$ cat config.mk
export PLATFORM = sky130hd
export DESIGN_NAME = lcd_htotal_vdelay_regs
export DESIGN_NICKNAME = d
export VERILOG_FILES = /design/src/lcd_htotal_vdelay_regs.v
export VERILOG_INCLUDE_DIRS = /design/src
export SDC_FILE = /design/constraint.sdc
export NUM_CORES = 1
export LEC_CHECK = 0
export ABC_CLOCK_PERIOD_IN_PS = 2230
export BUFFER_PORTS_ARGS = -buffer_cell sky130_fd_sc_hd__buf_2
export CORE_ASPECT_RATIO = 2
export CORE_MARGIN = 8
export CORE_UTILIZATION = 45
export CTS_BUF_LIST = sky130_fd_sc_hd__clkbuf_4 sky130_fd_sc_hd__clkbuf_8
export DETAILED_ROUTE_END_ITERATION = 16
export GPL_TIMING_DRIVEN = 0
export PLACE_DENSITY = 0.81
export SYNTH_ARGS = -nofsm -noshare
export SYNTH_HDL_FRONTEND = slang
export SYNTH_SLANG_ARGS = --single-unit
$ cat constraint.sdc
create_clock -name core_clk -period 2.23 [get_ports core_clk]
set_input_delay 0.1115 -clock core_clk [delete_from_list [all_inputs] [get_ports core_clk]]
set_output_delay 0.1115 -clock core_clk [all_outputs]
set_load 0.02 [all_outputs]
$ cat src/lcd_timing_defs.vh
// Purpose: Constants for the flat-panel horizontal total and line-delay register block
// Assumes: Indexed I/O port pair at 3?4 (index) / 3?5 (data), ? = B mono, D color
// Notes: Register contents have no reset value beyond a defined zero for simulation
// What this block does
// - Timing registers are reachable only while the panel extension unlock bit is one.
// - Data port decodes at 3B5 in monochrome mode and 3D5 in color mode.
// - Enable bit one makes 80-column byte and 40-column bits 6:0 the totals.
// - Enable bit zero only holds htotal_valid low; the selected total still reaches htotal_active.
// - 40-column total applies only when the clock divide bit is one.
// - 40-column total applies only when the shift register mode bit is zero.
// - Panel data is delayed by the selected scanline count from line frame start.
// - 480-line value is overflow bits 7:6 above its own 8-bit register.
// - 480-line value is selected when the vertical line mode field is 11.
// - 350-line value is overflow bits 5:4 above its own 8-bit register.
// - 350-line value is selected for mode 10 with automatic centering set.
// - 400-line value is overflow bits 3:2 above its own 8-bit register.
// - 400-line value is selected for mode 01 with automatic centering set.
// - 80-column total applies when clock divide is zero or shift mode is one.
// - Mode 00 uses a fourth value, the whole 10-bit vdelay_cmp_default input.
`ifndef LCD_TIMING_DEFS_VH
`define LCD_TIMING_DEFS_VH
`define IO_ADDR_DATA_MONO   16'h03b5
`define IO_ADDR_DATA_COLOR  16'h03d5
`define IO_ADDR_INDEX_MONO  16'h03b4
`define IO_ADDR_INDEX_COLOR 16'h03d4
`define IDX_HTOTAL_40COL    8'h01
`define IDX_VDELAY_CMP_480  8'h02
`define IDX_VDELAY_CMP_350  8'h03
`define IDX_VDELAY_CMP_400  8'h04
`define HT_EN_BIT           7
`define HT40_MSB            6
`define NUM_TIMING_REGS     4
`define SLOT_HTOTAL_40COL   2'h0
`define SLOT_VDELAY_480     2'h1
`define SLOT_VDELAY_350     2'h2
`define SLOT_VDELAY_400     2'h3
`define OVF_480_HI          7
`define OVF_480_LO          6
`define OVF_350_HI          5
`define OVF_350_LO          4
`define OVF_400_HI          3
`define OVF_400_LO          2
`define VMODE_480           2'h3
`define VMODE_350           2'h2
`define VMODE_400           2'h1
`define VMODE_DEFAULT       2'h0
`define REG_RESET           8'h00
`define CNT_RESET           10'h000
`define CNT_ONE             10'h001
`endif

$ cat src/lcd_htotal_vdelay_regs.v
// Purpose: Indexed register block for 40-column total and three line-delay compare values
// Assumes: I/O strobes are one-cycle pulses synchronous to core_clk; panel inputs from core_clk logic
// Notes: Index register is shared with the rest of the controller and shadowed here
`timescale 1ns/1ps
`default_nettype none
`include "lcd_timing_defs.vh"
module lcd_htotal_vdelay_regs (
  input  wire        core_clk,
  input  wire        srst,
  input  wire [15:0] io_addr,
  input  wire        io_wr,
  input  wire        io_rd,
  input  wire [7:0]  io_wdata,
  input  wire        color_mode,
  input  wire        panel_ext_unlock,
  input  wire        auto_center,
  input  wire [1:0]  vline_mode,
  input  wire        clk_div2,
  input  wire        shift_mode_256,
  input  wire [7:0]  htotal_80col,
  input  wire [7:0]  vdelay_cmp_overflow,
  input  wire [9:0]  vdelay_cmp_default,
  input  wire        line_frame_start,
  input  wire        scanline_tick,
  output reg  [7:0]  io_rdata,
  output reg         io_rdata_valid,
  output reg         htotal_valid,
  output reg  [7:0]  htotal_active,
  output reg  [9:0]  vdelay_active,
  output reg         panel_data_release
);

  // Slot numbers are the register indexes less one
  localparam NUM_REGS = `NUM_TIMING_REGS;

  // Host-visible state
  reg  [7:0]          index_r;
  reg  [7:0]          regs_r [0:NUM_REGS-1];

  // Line delay counter
  reg  [9:0]          line_cnt_r;
  reg  [9:0]          line_cnt_nxt;

  // Next values of the registered outputs
  reg  [7:0]          rdata_nxt;
  reg                 rvalid_nxt;
  reg  [7:0]          htotal_nxt;
  reg  [9:0]          vdelay_nxt;
  reg                 release_nxt;

  // Decode
  wire                data_hit;
  wire                index_hit;
  wire                reg_hit;
  wire [NUM_REGS-1:0] slot_wr;

  // Register views
  wire [7:0]          htotal_40col;
  wire                htotal_en;
  wire [9:0]          cmp_480_full;
  wire [9:0]          cmp_350_full;
  wire [9:0]          cmp_400_full;
  wire                use_40col;
  integer             n;

  // True for the indexes that this block answers
  function is_mine;
    input [7:0] idx;
    begin
      is_mine = (idx == `IDX_HTOTAL_40COL) || (idx == `IDX_VDELAY_CMP_480) ||
                (idx == `IDX_VDELAY_CMP_350) || (idx == `IDX_VDELAY_CMP_400);
    end
  endfunction

  // Storage slot of an index; callers qualify it with is_mine
  function [1:0] slot_of;
    input [7:0] idx;
    begin
      case (idx)
        `IDX_HTOTAL_40COL:   slot_of = `SLOT_HTOTAL_40COL;
        `IDX_VDELAY_CMP_480: slot_of = `SLOT_VDELAY_480;
        `IDX_VDELAY_CMP_350: slot_of = `SLOT_VDELAY_350;
        `IDX_VDELAY_CMP_400: slot_of = `SLOT_VDELAY_400;
        default:             slot_of = `SLOT_HTOTAL_40COL;
      endcase
    end
  endfunction

  // Port decode follows the mono/color select
  assign data_hit  = io_addr == (color_mode ? `IO_ADDR_DATA_COLOR : `IO_ADDR_DATA_MONO);
  assign index_hit = io_addr == (color_mode ? `IO_ADDR_INDEX_COLOR : `IO_ADDR_INDEX_MONO);
  assign reg_hit   = data_hit && panel_ext_unlock && is_mine(index_r);

  // Index shadow: the host writes it before each data access
  always @(posedge core_clk) begin
    if (srst)
      index_r <= `REG_RESET;
    else if (io_wr && index_hit)
      index_r <= io_wdata;
  end

  // One write enable per slot
  genvar k;
  generate
    for (k = 0; k < NUM_REGS; k = k + 1) begin : g_slot_wr
      localparam integer SLOT_ID = k;
      assign slot_wr[k] = io_wr && reg_hit && (slot_of(index_r) == SLOT_ID[1:0]);
    end
  endgenerate

  // Register file; the same bits always feed the timing outputs, the enable bit sets only htotal_valid
  always @(posedge core_clk) begin
    if (srst) begin
      for (n = 0; n < NUM_REGS; n = n + 1) begin
        regs_r[n] <= `REG_RESET;
      end
    end else begin
      for (n = 0; n < NUM_REGS; n = n + 1) begin
        if (slot_wr[n])
          regs_r[n] <= io_wdata;
      end
    end
  end

  // Read path; a locked or foreign index returns zero with no valid pulse
  always @* begin
    rvalid_nxt = io_rd && reg_hit;
    if (rvalid_nxt)
      rdata_nxt = regs_r[slot_of(index_r)];
    else
      rdata_nxt = `REG_RESET;
  end

  // Views of the stored registers
  assign htotal_40col = regs_r[`SLOT_HTOTAL_40COL];
  assign htotal_en    = htotal_40col[`HT_EN_BIT];
  assign cmp_480_full = {vdelay_cmp_overflow[`OVF_480_HI:`OVF_480_LO], regs_r[`SLOT_VDELAY_480]};
  assign cmp_350_full = {vdelay_cmp_overflow[`OVF_350_HI:`OVF_350_LO], regs_r[`SLOT_VDELAY_350]};
  assign cmp_400_full = {vdelay_cmp_overflow[`OVF_400_HI:`OVF_400_LO], regs_r[`SLOT_VDELAY_400]};

  // The 40-column total needs the divided dot clock and the planar shift mode
  assign use_40col = clk_div2 && !shift_mode_256;

  // Horizontal total selection
  always @* begin
    if (use_40col)
      htotal_nxt = {1'b0, htotal_40col[`HT40_MSB:0]};
    else
      htotal_nxt = htotal_80col;
  end

  // Line-delay compare selection; centered modes without centering fall back to 480
  always @* begin
    case (vline_mode)
      `VMODE_480: vdelay_nxt = cmp_480_full;
      `VMODE_350: begin
        if (auto_center)
          vdelay_nxt = cmp_350_full;
        else
          vdelay_nxt = cmp_480_full;
      end
      `VMODE_400: begin
        if (auto_center)
          vdelay_nxt = cmp_400_full;
        else
          vdelay_nxt = cmp_480_full;
      end
      default:    vdelay_nxt = vdelay_cmp_default;
    endcase
  end

  // Scanline counter: cleared by frame start, stops at the compare value
  always @* begin
    if (line_frame_start)
      line_cnt_nxt = `CNT_RESET;
    else if (scanline_tick && line_cnt_r != vdelay_active)
      line_cnt_nxt = line_cnt_r + `CNT_ONE;
    else
      line_cnt_nxt = line_cnt_r;
  end

  // Release once the count meets the selected value; never in a frame start cycle
  always @* begin
    release_nxt = !line_frame_start && (line_cnt_nxt == vdelay_nxt);
  end

  always @(posedge core_clk) begin
    if (srst)
      line_cnt_r <= `CNT_RESET;
    else
      line_cnt_r <= line_cnt_nxt;
  end

  // Host read answer, one cycle after the strobe
  always @(posedge core_clk) begin
    if (srst) begin
      io_rdata       <= `REG_RESET;
      io_rdata_valid <= 1'b0;
    end else begin
      io_rdata       <= rdata_nxt;
      io_rdata_valid <= rvalid_nxt;
    end
  end

  // Panel timing outputs, one cycle behind their selects
  always @(posedge core_clk) begin
    if (srst) begin
      htotal_valid       <= 1'b0;
      htotal_active      <= `REG_RESET;
      vdelay_active      <= `CNT_RESET;
      panel_data_release <= 1'b0;
    end else begin
      htotal_valid       <= htotal_en;
      htotal_active      <= htotal_nxt;
      vdelay_active      <= vdelay_nxt;
      panel_data_release <= release_nxt;
    end
  end

  // Reset values are a simulation convenience; software programs every register
endmodule // lcd_htotal_vdelay_regs
`default_nettype wire

==> flow_summary.toml, run 1 <==
[global_routing]
grt_max_degree = 16
antenna_found_initial = 0
gr-total-overflow = 0
grt_pass1_wl_um = 17320
grtUsageTotal_pct = 18.42
grt_pass1_vias = 3541

[setup_path]
cp_data_arrival_time_ns = 2.65
r2r_slack_ns = -0.15
end_kind = "register"
reg2reg_to = "panel_data_release"
critPathLaunchType = "register"
worstPathCellList = "xor2_2, nor4_4, a31oi_2, xnor2_2, mux2_4, a22o_1, a21oi_2, and4bb_1"
critPathBufInv = 0
r2r-start = "line_cnt_r[0]"
critical_path_depth = 8
critical_path.max_stage_delay_ns = 0.46
setup.worst_path.class = "reg2reg"
cp_top_family = "simple AND/OR/NAND/NOR gates"
rr_worst_depth = 8
cp_slowest_cell = "nor4_4"
cp_max_fo = 5
required_ns = 2.50

[layout]
nets = 597
layout_common_cells = "buf_2, nor2_1, dfxtp_1"
final_common_cell = "buf_2"
antenna_cells = 0
area_growth_pct = 29.80
drive_above_1_share_pct = 31.78
fin_util_pct = 59.01

[outcome]
run_status = "complete, but fails checks"
violations = "setup timing"

[hold_path]
hp-start = "htotal_80col[4]"
holdPathEnd = "htotal_active[4]"
hold_path_depth = 3
hold_path.class = "in2reg"

[route]
routed_wl_um = 11190
drtIter0Drc = 289
viasPerCell = 5.559
firstDrtPassIters = 4
num_vias = 3558
detail-route-antenna-nets = 0
avgRoutedWirePerCell_um = 17.48
drc = 0

[yosys]
yosys.area.top_type = "edfxtp_1"
async_reset_ff_share_pct = 0
ys_seq_elements = 79
netlist_instances = 413
synth_edf_count = 32
syn-num-nets = 477
ys_types = 52
synth_area_per_cell_sq_um = 9.719
synth_top_area_share_pct = 23.94
synth_warnings = 0
ys_seq_area_share_pct = 47.38
syn-cell-area_sq_um = 4014
synthTopCellsByArea = "edfxtp_1, dfxtp_1, mux2i_1"
ys.flop_type = "dfxtp_1"

[clocking]
cts_tree = "yes"
clockBufferDepth = 2
cts_root_buf = "clkbuf_8"
clkLatencyLatePin_ns = 0.37
cts_buffers = 9
cts-htree-levels = 3
clkSinkCount = 79
clk_pin_slew_ns = 0.09

[timing]
worst_pin_slew_ns = 0.8555
fin_crit_ns = 2.382
finalHoldViolations = 0
drv_slew = 0
finalCritPeriodShare_pct = 106.8
max_slew_margin_pct = 42.96
finClkSkew_ns = 0.01382
setup_viol = 1
setup_ws_ns = -0.1522
fmax_mhz = 419.8
grt_setup_unrepaired = "yes"

[floorplanning]
die_x_um = 82.78
die_h_um = 149.6
die_area_sq_um = 12380
start_util_pct = 45.46
rows = 49
io_pins = 92
core_sq_um = 8828

[placed_design]
portBuffers = 88
dpl.hpwl_um = 7979
place_congestion = 0.9221
post-place-ws_ns = -0.7210

[power]
peakVddDrop_mv = 0.6627
p_per_area_nw_per_um2 = 600.1
p_leak_nw = 2.202

[flow_run]
drv_cap = 0
## synthesized netlist by cell type, types with 3 or more instances
master,n
buf_2,4
clkbuf_1,12
nor2b_1,13
dfxtp_1,47
o21ai_0,8
and2_1,34
a31oi_1,6
xnor2_1,11
nand4_1,3
nand3_1,13
edfxtp_1,32
a221oi_1,9
nand3b_1,4
o22ai_1,4
nor3_1,10
nor4_1,4
xor2_1,15
a22o_1,3
o21bai_1,4
nand2b_1,8
mux2i_1,28
a21oi_1,11
nand2_1,18
inv_1,9
nor2_1,68
## state kept, by name, summed over array words and instances, names as in the netlist, 8 cells and up
name and cells:
regs_r 32, io_rdata 8, line_cnt_r 10, htotal_active 8, index_r 8, vdelay_active 10
## power by group
| group | internal [mW] | switching (mW) | total [mW] |
|---|---|---|---|
| sequential | 1.55 | 0.0319 | 1.58 |
| clock | 0.529 | 0.591 | 1.12 |
| combinational | 0.187 | 0.242 | 0.429 |
| total | 2.26 | 0.865 | 3.13 |
## metrics by stage
| stage | cell area (sq um) | hold WS [ns] | cells | total power [mW] | TNS [ns] |
|---|---|---|---|---|---|
| 2_1_floorplan | 4033 | 0.2554 | 413 | 1.838 | -0.05063 |
| 3_3_place_gp | 4601 | 0.3529 | 603 | 1.984 | -40.32 |
| 3_5_place_dp | 4601 | 0.3521 | 603 | 1.992 | -38.38 |
| 4_1_cts | 5096 | 0.005956 | 633 | 3.121 | -0.1615 |
| 5_1_grt | 5210 | -0.002742 | 640 | 3.238 | -0.3209 |
| 6_report | 5210 | 0.0006089 | 640 | 3.126 | -0.1522 |
## cell type report
class,instances,area [sq um]
fill,772,3618
multi-input combinational,307,2190
sequential,79,1923
timing repair buffer,110,648.1
tap,102,127.6
clock buffer,9,123.9
buffer,17,86.33
clock inverter,7,77.57
inverter,9,33.78
## worst min-delay path: stages
cell and delay, ns:
buf_2 0.08, mux2i_1 0.05, nor2_1 0.09
## cell families after synthesis
logic type               count (synthesis)  share of synthesized area [%]
AND/OR/NAND/NOR                        189                          24.84
multiplexers                            30                          7.544
XOR/XNOR                                26                          5.673
adder cells (fa/ha/maj)                  1                         0.3117
buffers and inverters                   27                          3.024
flip-flops                              79                          47.38
AO/OA/AOI/OAI                           61                          11.22
## per-layer routing
layer | part of all wire [%] | up-vias | global-route usage [%] | routed length [um]
li1 | - | 1702 | - | -
met4 | 3.3 | 0 | 9.478 | 370
met1 | 39 | 1661 | 21.45 | 4369
met3 | 8.3 | 30 | 4.091 | 932
met5 | 0 | - | 0 | 0
met2 | 49 | 165 | 30.11 | 5513
## timing repair
action                                  CTS  global route
hold endpoints to repair                  7             0
endpoints found under the setup margin   73            72
hold buffers                              7             0
pin swaps                                16            12
gates resized for setup                  30            13
setup buffers                             8             7
## worst max-delay path by stage
| stage | start | end | slack (ns) |
|---|---|---|---|
| after global placement | index_r[0] | regs_r[3][7] | -0.75 |
| final | line_cnt_r[0] | panel_data_release | -0.15 |
| after CTS | vdelay_active[7] | panel_data_release | -0.16 |
| after global routing | line_cnt_r[9] | panel_data_release | -0.27 |
| after detailed placement | index_r[0] | regs_r[3][3] | -0.72 |
| after floorplan | line_cnt_r[0] | panel_data_release | -0.05 |
Note: power is estimated with default switching activity, not from simulation.
==> inputs of run 2 (changes only) <==
--- a/config.mk
+++ b/config.mk
@@ -6,6 +6,7 @@
 export SDC_FILE = /design/constraint.sdc
 export NUM_CORES = 1
 export LEC_CHECK = 0
+export ABC_AREA = 1
 export ABC_CLOCK_PERIOD_IN_PS = 2230
 export BUFFER_PORTS_ARGS = -buffer_cell sky130_fd_sc_hd__buf_2
 export CORE_ASPECT_RATIO = 2
==> constraint.sdc (replaced) <==
create_clock -name core_clk -period 2.23 [get_ports core_clk]
set_input_delay 0.446 -clock core_clk [delete_from_list [all_inputs] [get_ports core_clk]]
set_output_delay 0.446 -clock core_clk [all_outputs]
set_load 0.02 [all_outputs]
==> run 2 against run 1 <==
Global-route usage grew 0.85 points. The flow now finishes without violations. Non-clock buffer count shrank 26. Largest power group unchanged. Total power shrank 2.0%. Synthesized area grew 1.7%.
==> flow_summary.toml, run 2 <==
[setup_path]
r2r-start = "index_r[1]"
critPathLaunchType = "register"
required_ns = 2.25
r2r_slack_ns = 0.09
cp_data_arrival_time_ns = 2.16
rr_worst_depth = 8
end_kind = "register"
setup.worst_path.class = "reg2reg"
reg2reg_to = "regs_r[0][6]"
cp_max_fo = 8
startpoint = "index_r[1]"
endpoint = "regs_r[0][6]"

[timing]
setup_ws_ns = 0.08970
worst_pin_slew_ns = 0.6096
fmax_mhz = 467.2
drv_slew = 0
finClkSkew_ns = 0.01170
setup_tns_ns = 0
fin_crit_ns = 2.140
hold_ws_ns = 0.3108
grt_setup_unrepaired = "yes"
finalCritPeriodShare_pct = 95.98
setup_viol = 0
max_slew_margin_pct = 58.99
finalHoldViolations = 0

[power]
p_leak_nw = 2.362
p_per_area_nw_per_um2 = 630.0
peakVddDrop_mv = 0.3650
p_total_mw = 3.065

[route]
firstDrtPassIters = 5
num_vias = 4021
viasPerCell = 5.263
drc = 0
drtIter0Drc = 286
avgRoutedWirePerCell_um = 16.03
detail-route-antenna-nets = 0
routed_wl_um = 12250

[placed_design]
post-place-ws_ns = -0.5062
dpl.hpwl_um = 10200
portBuffers = 88
place_congestion = 0.8997
dpl-instance-area_sq_um = 4649
placed_cells = 748

[yosys]
synth_warnings = 0
syn-cell-area_sq_um = 4081
synth_common_cells = "nand2_1, nor2_1, inv_1, dfxtp_1, o21ai_0"
synth_top_area_share_pct = 23.54
netlist_instances = 558
yosys.area.top_type = "edfxtp_1"
ys_types = 38
synthTopCellsByArea = "edfxtp_1, dfxtp_1, nand2_1"
synth_area_per_cell_sq_um = 7.314
ys.flop_type = "dfxtp_1"
async_reset_ff_share_pct = 0
synth_edf_count = 32
ys_seq_elements = 79
syn-num-nets = 622
yosysMostFrequentCell = "nand2_1"
ys_seq_area_share_pct = 46.60

[layout]
antenna_cells = 0
area_growth_pct = 19.19
largest_register_ffs = 32
stdcell_area_sq_um = 4865
drive_above_1_share_pct = 20.39
top_register = "regs_r"
nets = 721
largestRegisters = "regs_r: 32 flops, line_cnt_r: 10 flops, vdelay_active: 10 flops"
final_common_cell = "nand2_1"
fin_cells = 764
fin_util_pct = 54.72
layout_common_cells = "nand2_1, nor2_1, buf_2"

[floorplanning]
start_util_pct = 45.91
io_pins = 92
die_area_sq_um = 12560
die_h_um = 150.7
core_sq_um = 8890
die_x_um = 83.34
rows = 49

[global_routing]
antenna_found_initial = 0
gr-total-overflow = 0
grt_pass1_vias = 4175
grt_max_degree = 15
grt_pass1_wl_um = 19200
grtUsageTotal_pct = 19.27

[clocking]
cts-htree-levels = 3
cts_tree = "yes"
clockBufferDepth = 2
clkSinkCount = 79
ctsHoldBuffers = 0
cts_buffers = 9
cts_root_buf = "clkbuf_8"
clkLatencyLatePin_ns = 0.36
clk_pin_slew_ns = 0.09

[hold_path]
hp-start = "htotal_80col[7]"
hold_path.class = "in2reg"

[flow_run]
drv_cap = 0

[outcome]
run_status = "complete, no violations"
run 2: cell types whose count changed after synthesis, moves of 15 or more:
| cell | before | now |
|---|---|---|
| nand2_1 | 18 | 120 |
| a21oi_1 | 11 | 26 |
| o21ai_0 | 8 | 45 |
| and2_1 | 34 | 0 |
| inv_1 | 9 | 71 |
| mux2i_1 | 28 | 0 |
| nor2_1 | 68 | 108 |
run 2: cell type report:
cell class / instances / area [sq um]
Fill cell: 865 / 4025
Sequential cell: 79 / 1903
Multi-Input combinational cell: 388 / 1833
Timing Repair Buffer: 88 / 440.4
Inverter: 78 / 292.8
Tap cell: 102 / 127.6
Clock buffer: 9 / 123.9
Clock inverter: 7 / 72.57
Buffer: 13 / 71.32
run 2: cells by family after synthesis:
logic type	count (synthesis)	synth area share, %
AO/OA/AOI/OAI	87	11.68
XOR/XNOR	10	2.146
adder cells (fa/ha/maj)	1	0.3065
buffers and inverters	91	8.921
flip-flops	79	46.60
AND/OR/NAND/NOR	290	30.35
run 2: per-layer routing:
metal | up-vias | GRT usage, % | routed length [um]
met1 | 1787 | 15.47 | 3849
met3 | 54 | 4.442 | 602
met2 | 179 | 37.39 | 6904
met4 | 0 | 16.81 | 892
li1 | 2001 | - | -
met5 | - | 0 | 0
run 2: report_power, final:
group	internal [mW]	switching, mW
clock	0.520	0.548
sequential	1.55	0.0304
combinational	0.147	0.273
total	2.21	0.851
run 2: worst min-delay path by stage:
stage,end,slack [ns],depth (start not counted)
after CTS,htotal_active[7],0.30,3
after floorplan,index_r[7],0.43,2
after global routing,htotal_active[7],0.32,3
after global placement,index_r[7],0.44,2
after detailed placement,index_r[4],0.45,2
final,htotal_active[7],0.31,3
run 2: critical path, cell delays in order (launching register included):
cell and delay (ns):
dfxtp_1 0.40, nor2_1 0.07, nand3_1 0.07, nor2_1 0.08, inv_1 0.15, nand2_1 0.24, nor2_4 0.29, inv_2 0.10
o21ai_2 0.39
run 2: what timing repair did:
| action | 4_1_cts | 5_1_grt |
|---|---|---|
| cloned | 0 | 0 |
| gates resized for setup | 6 | 5 |
| buffers inserted | 0 | 0 |
| endpoints found under the setup margin | 32 | 41 |
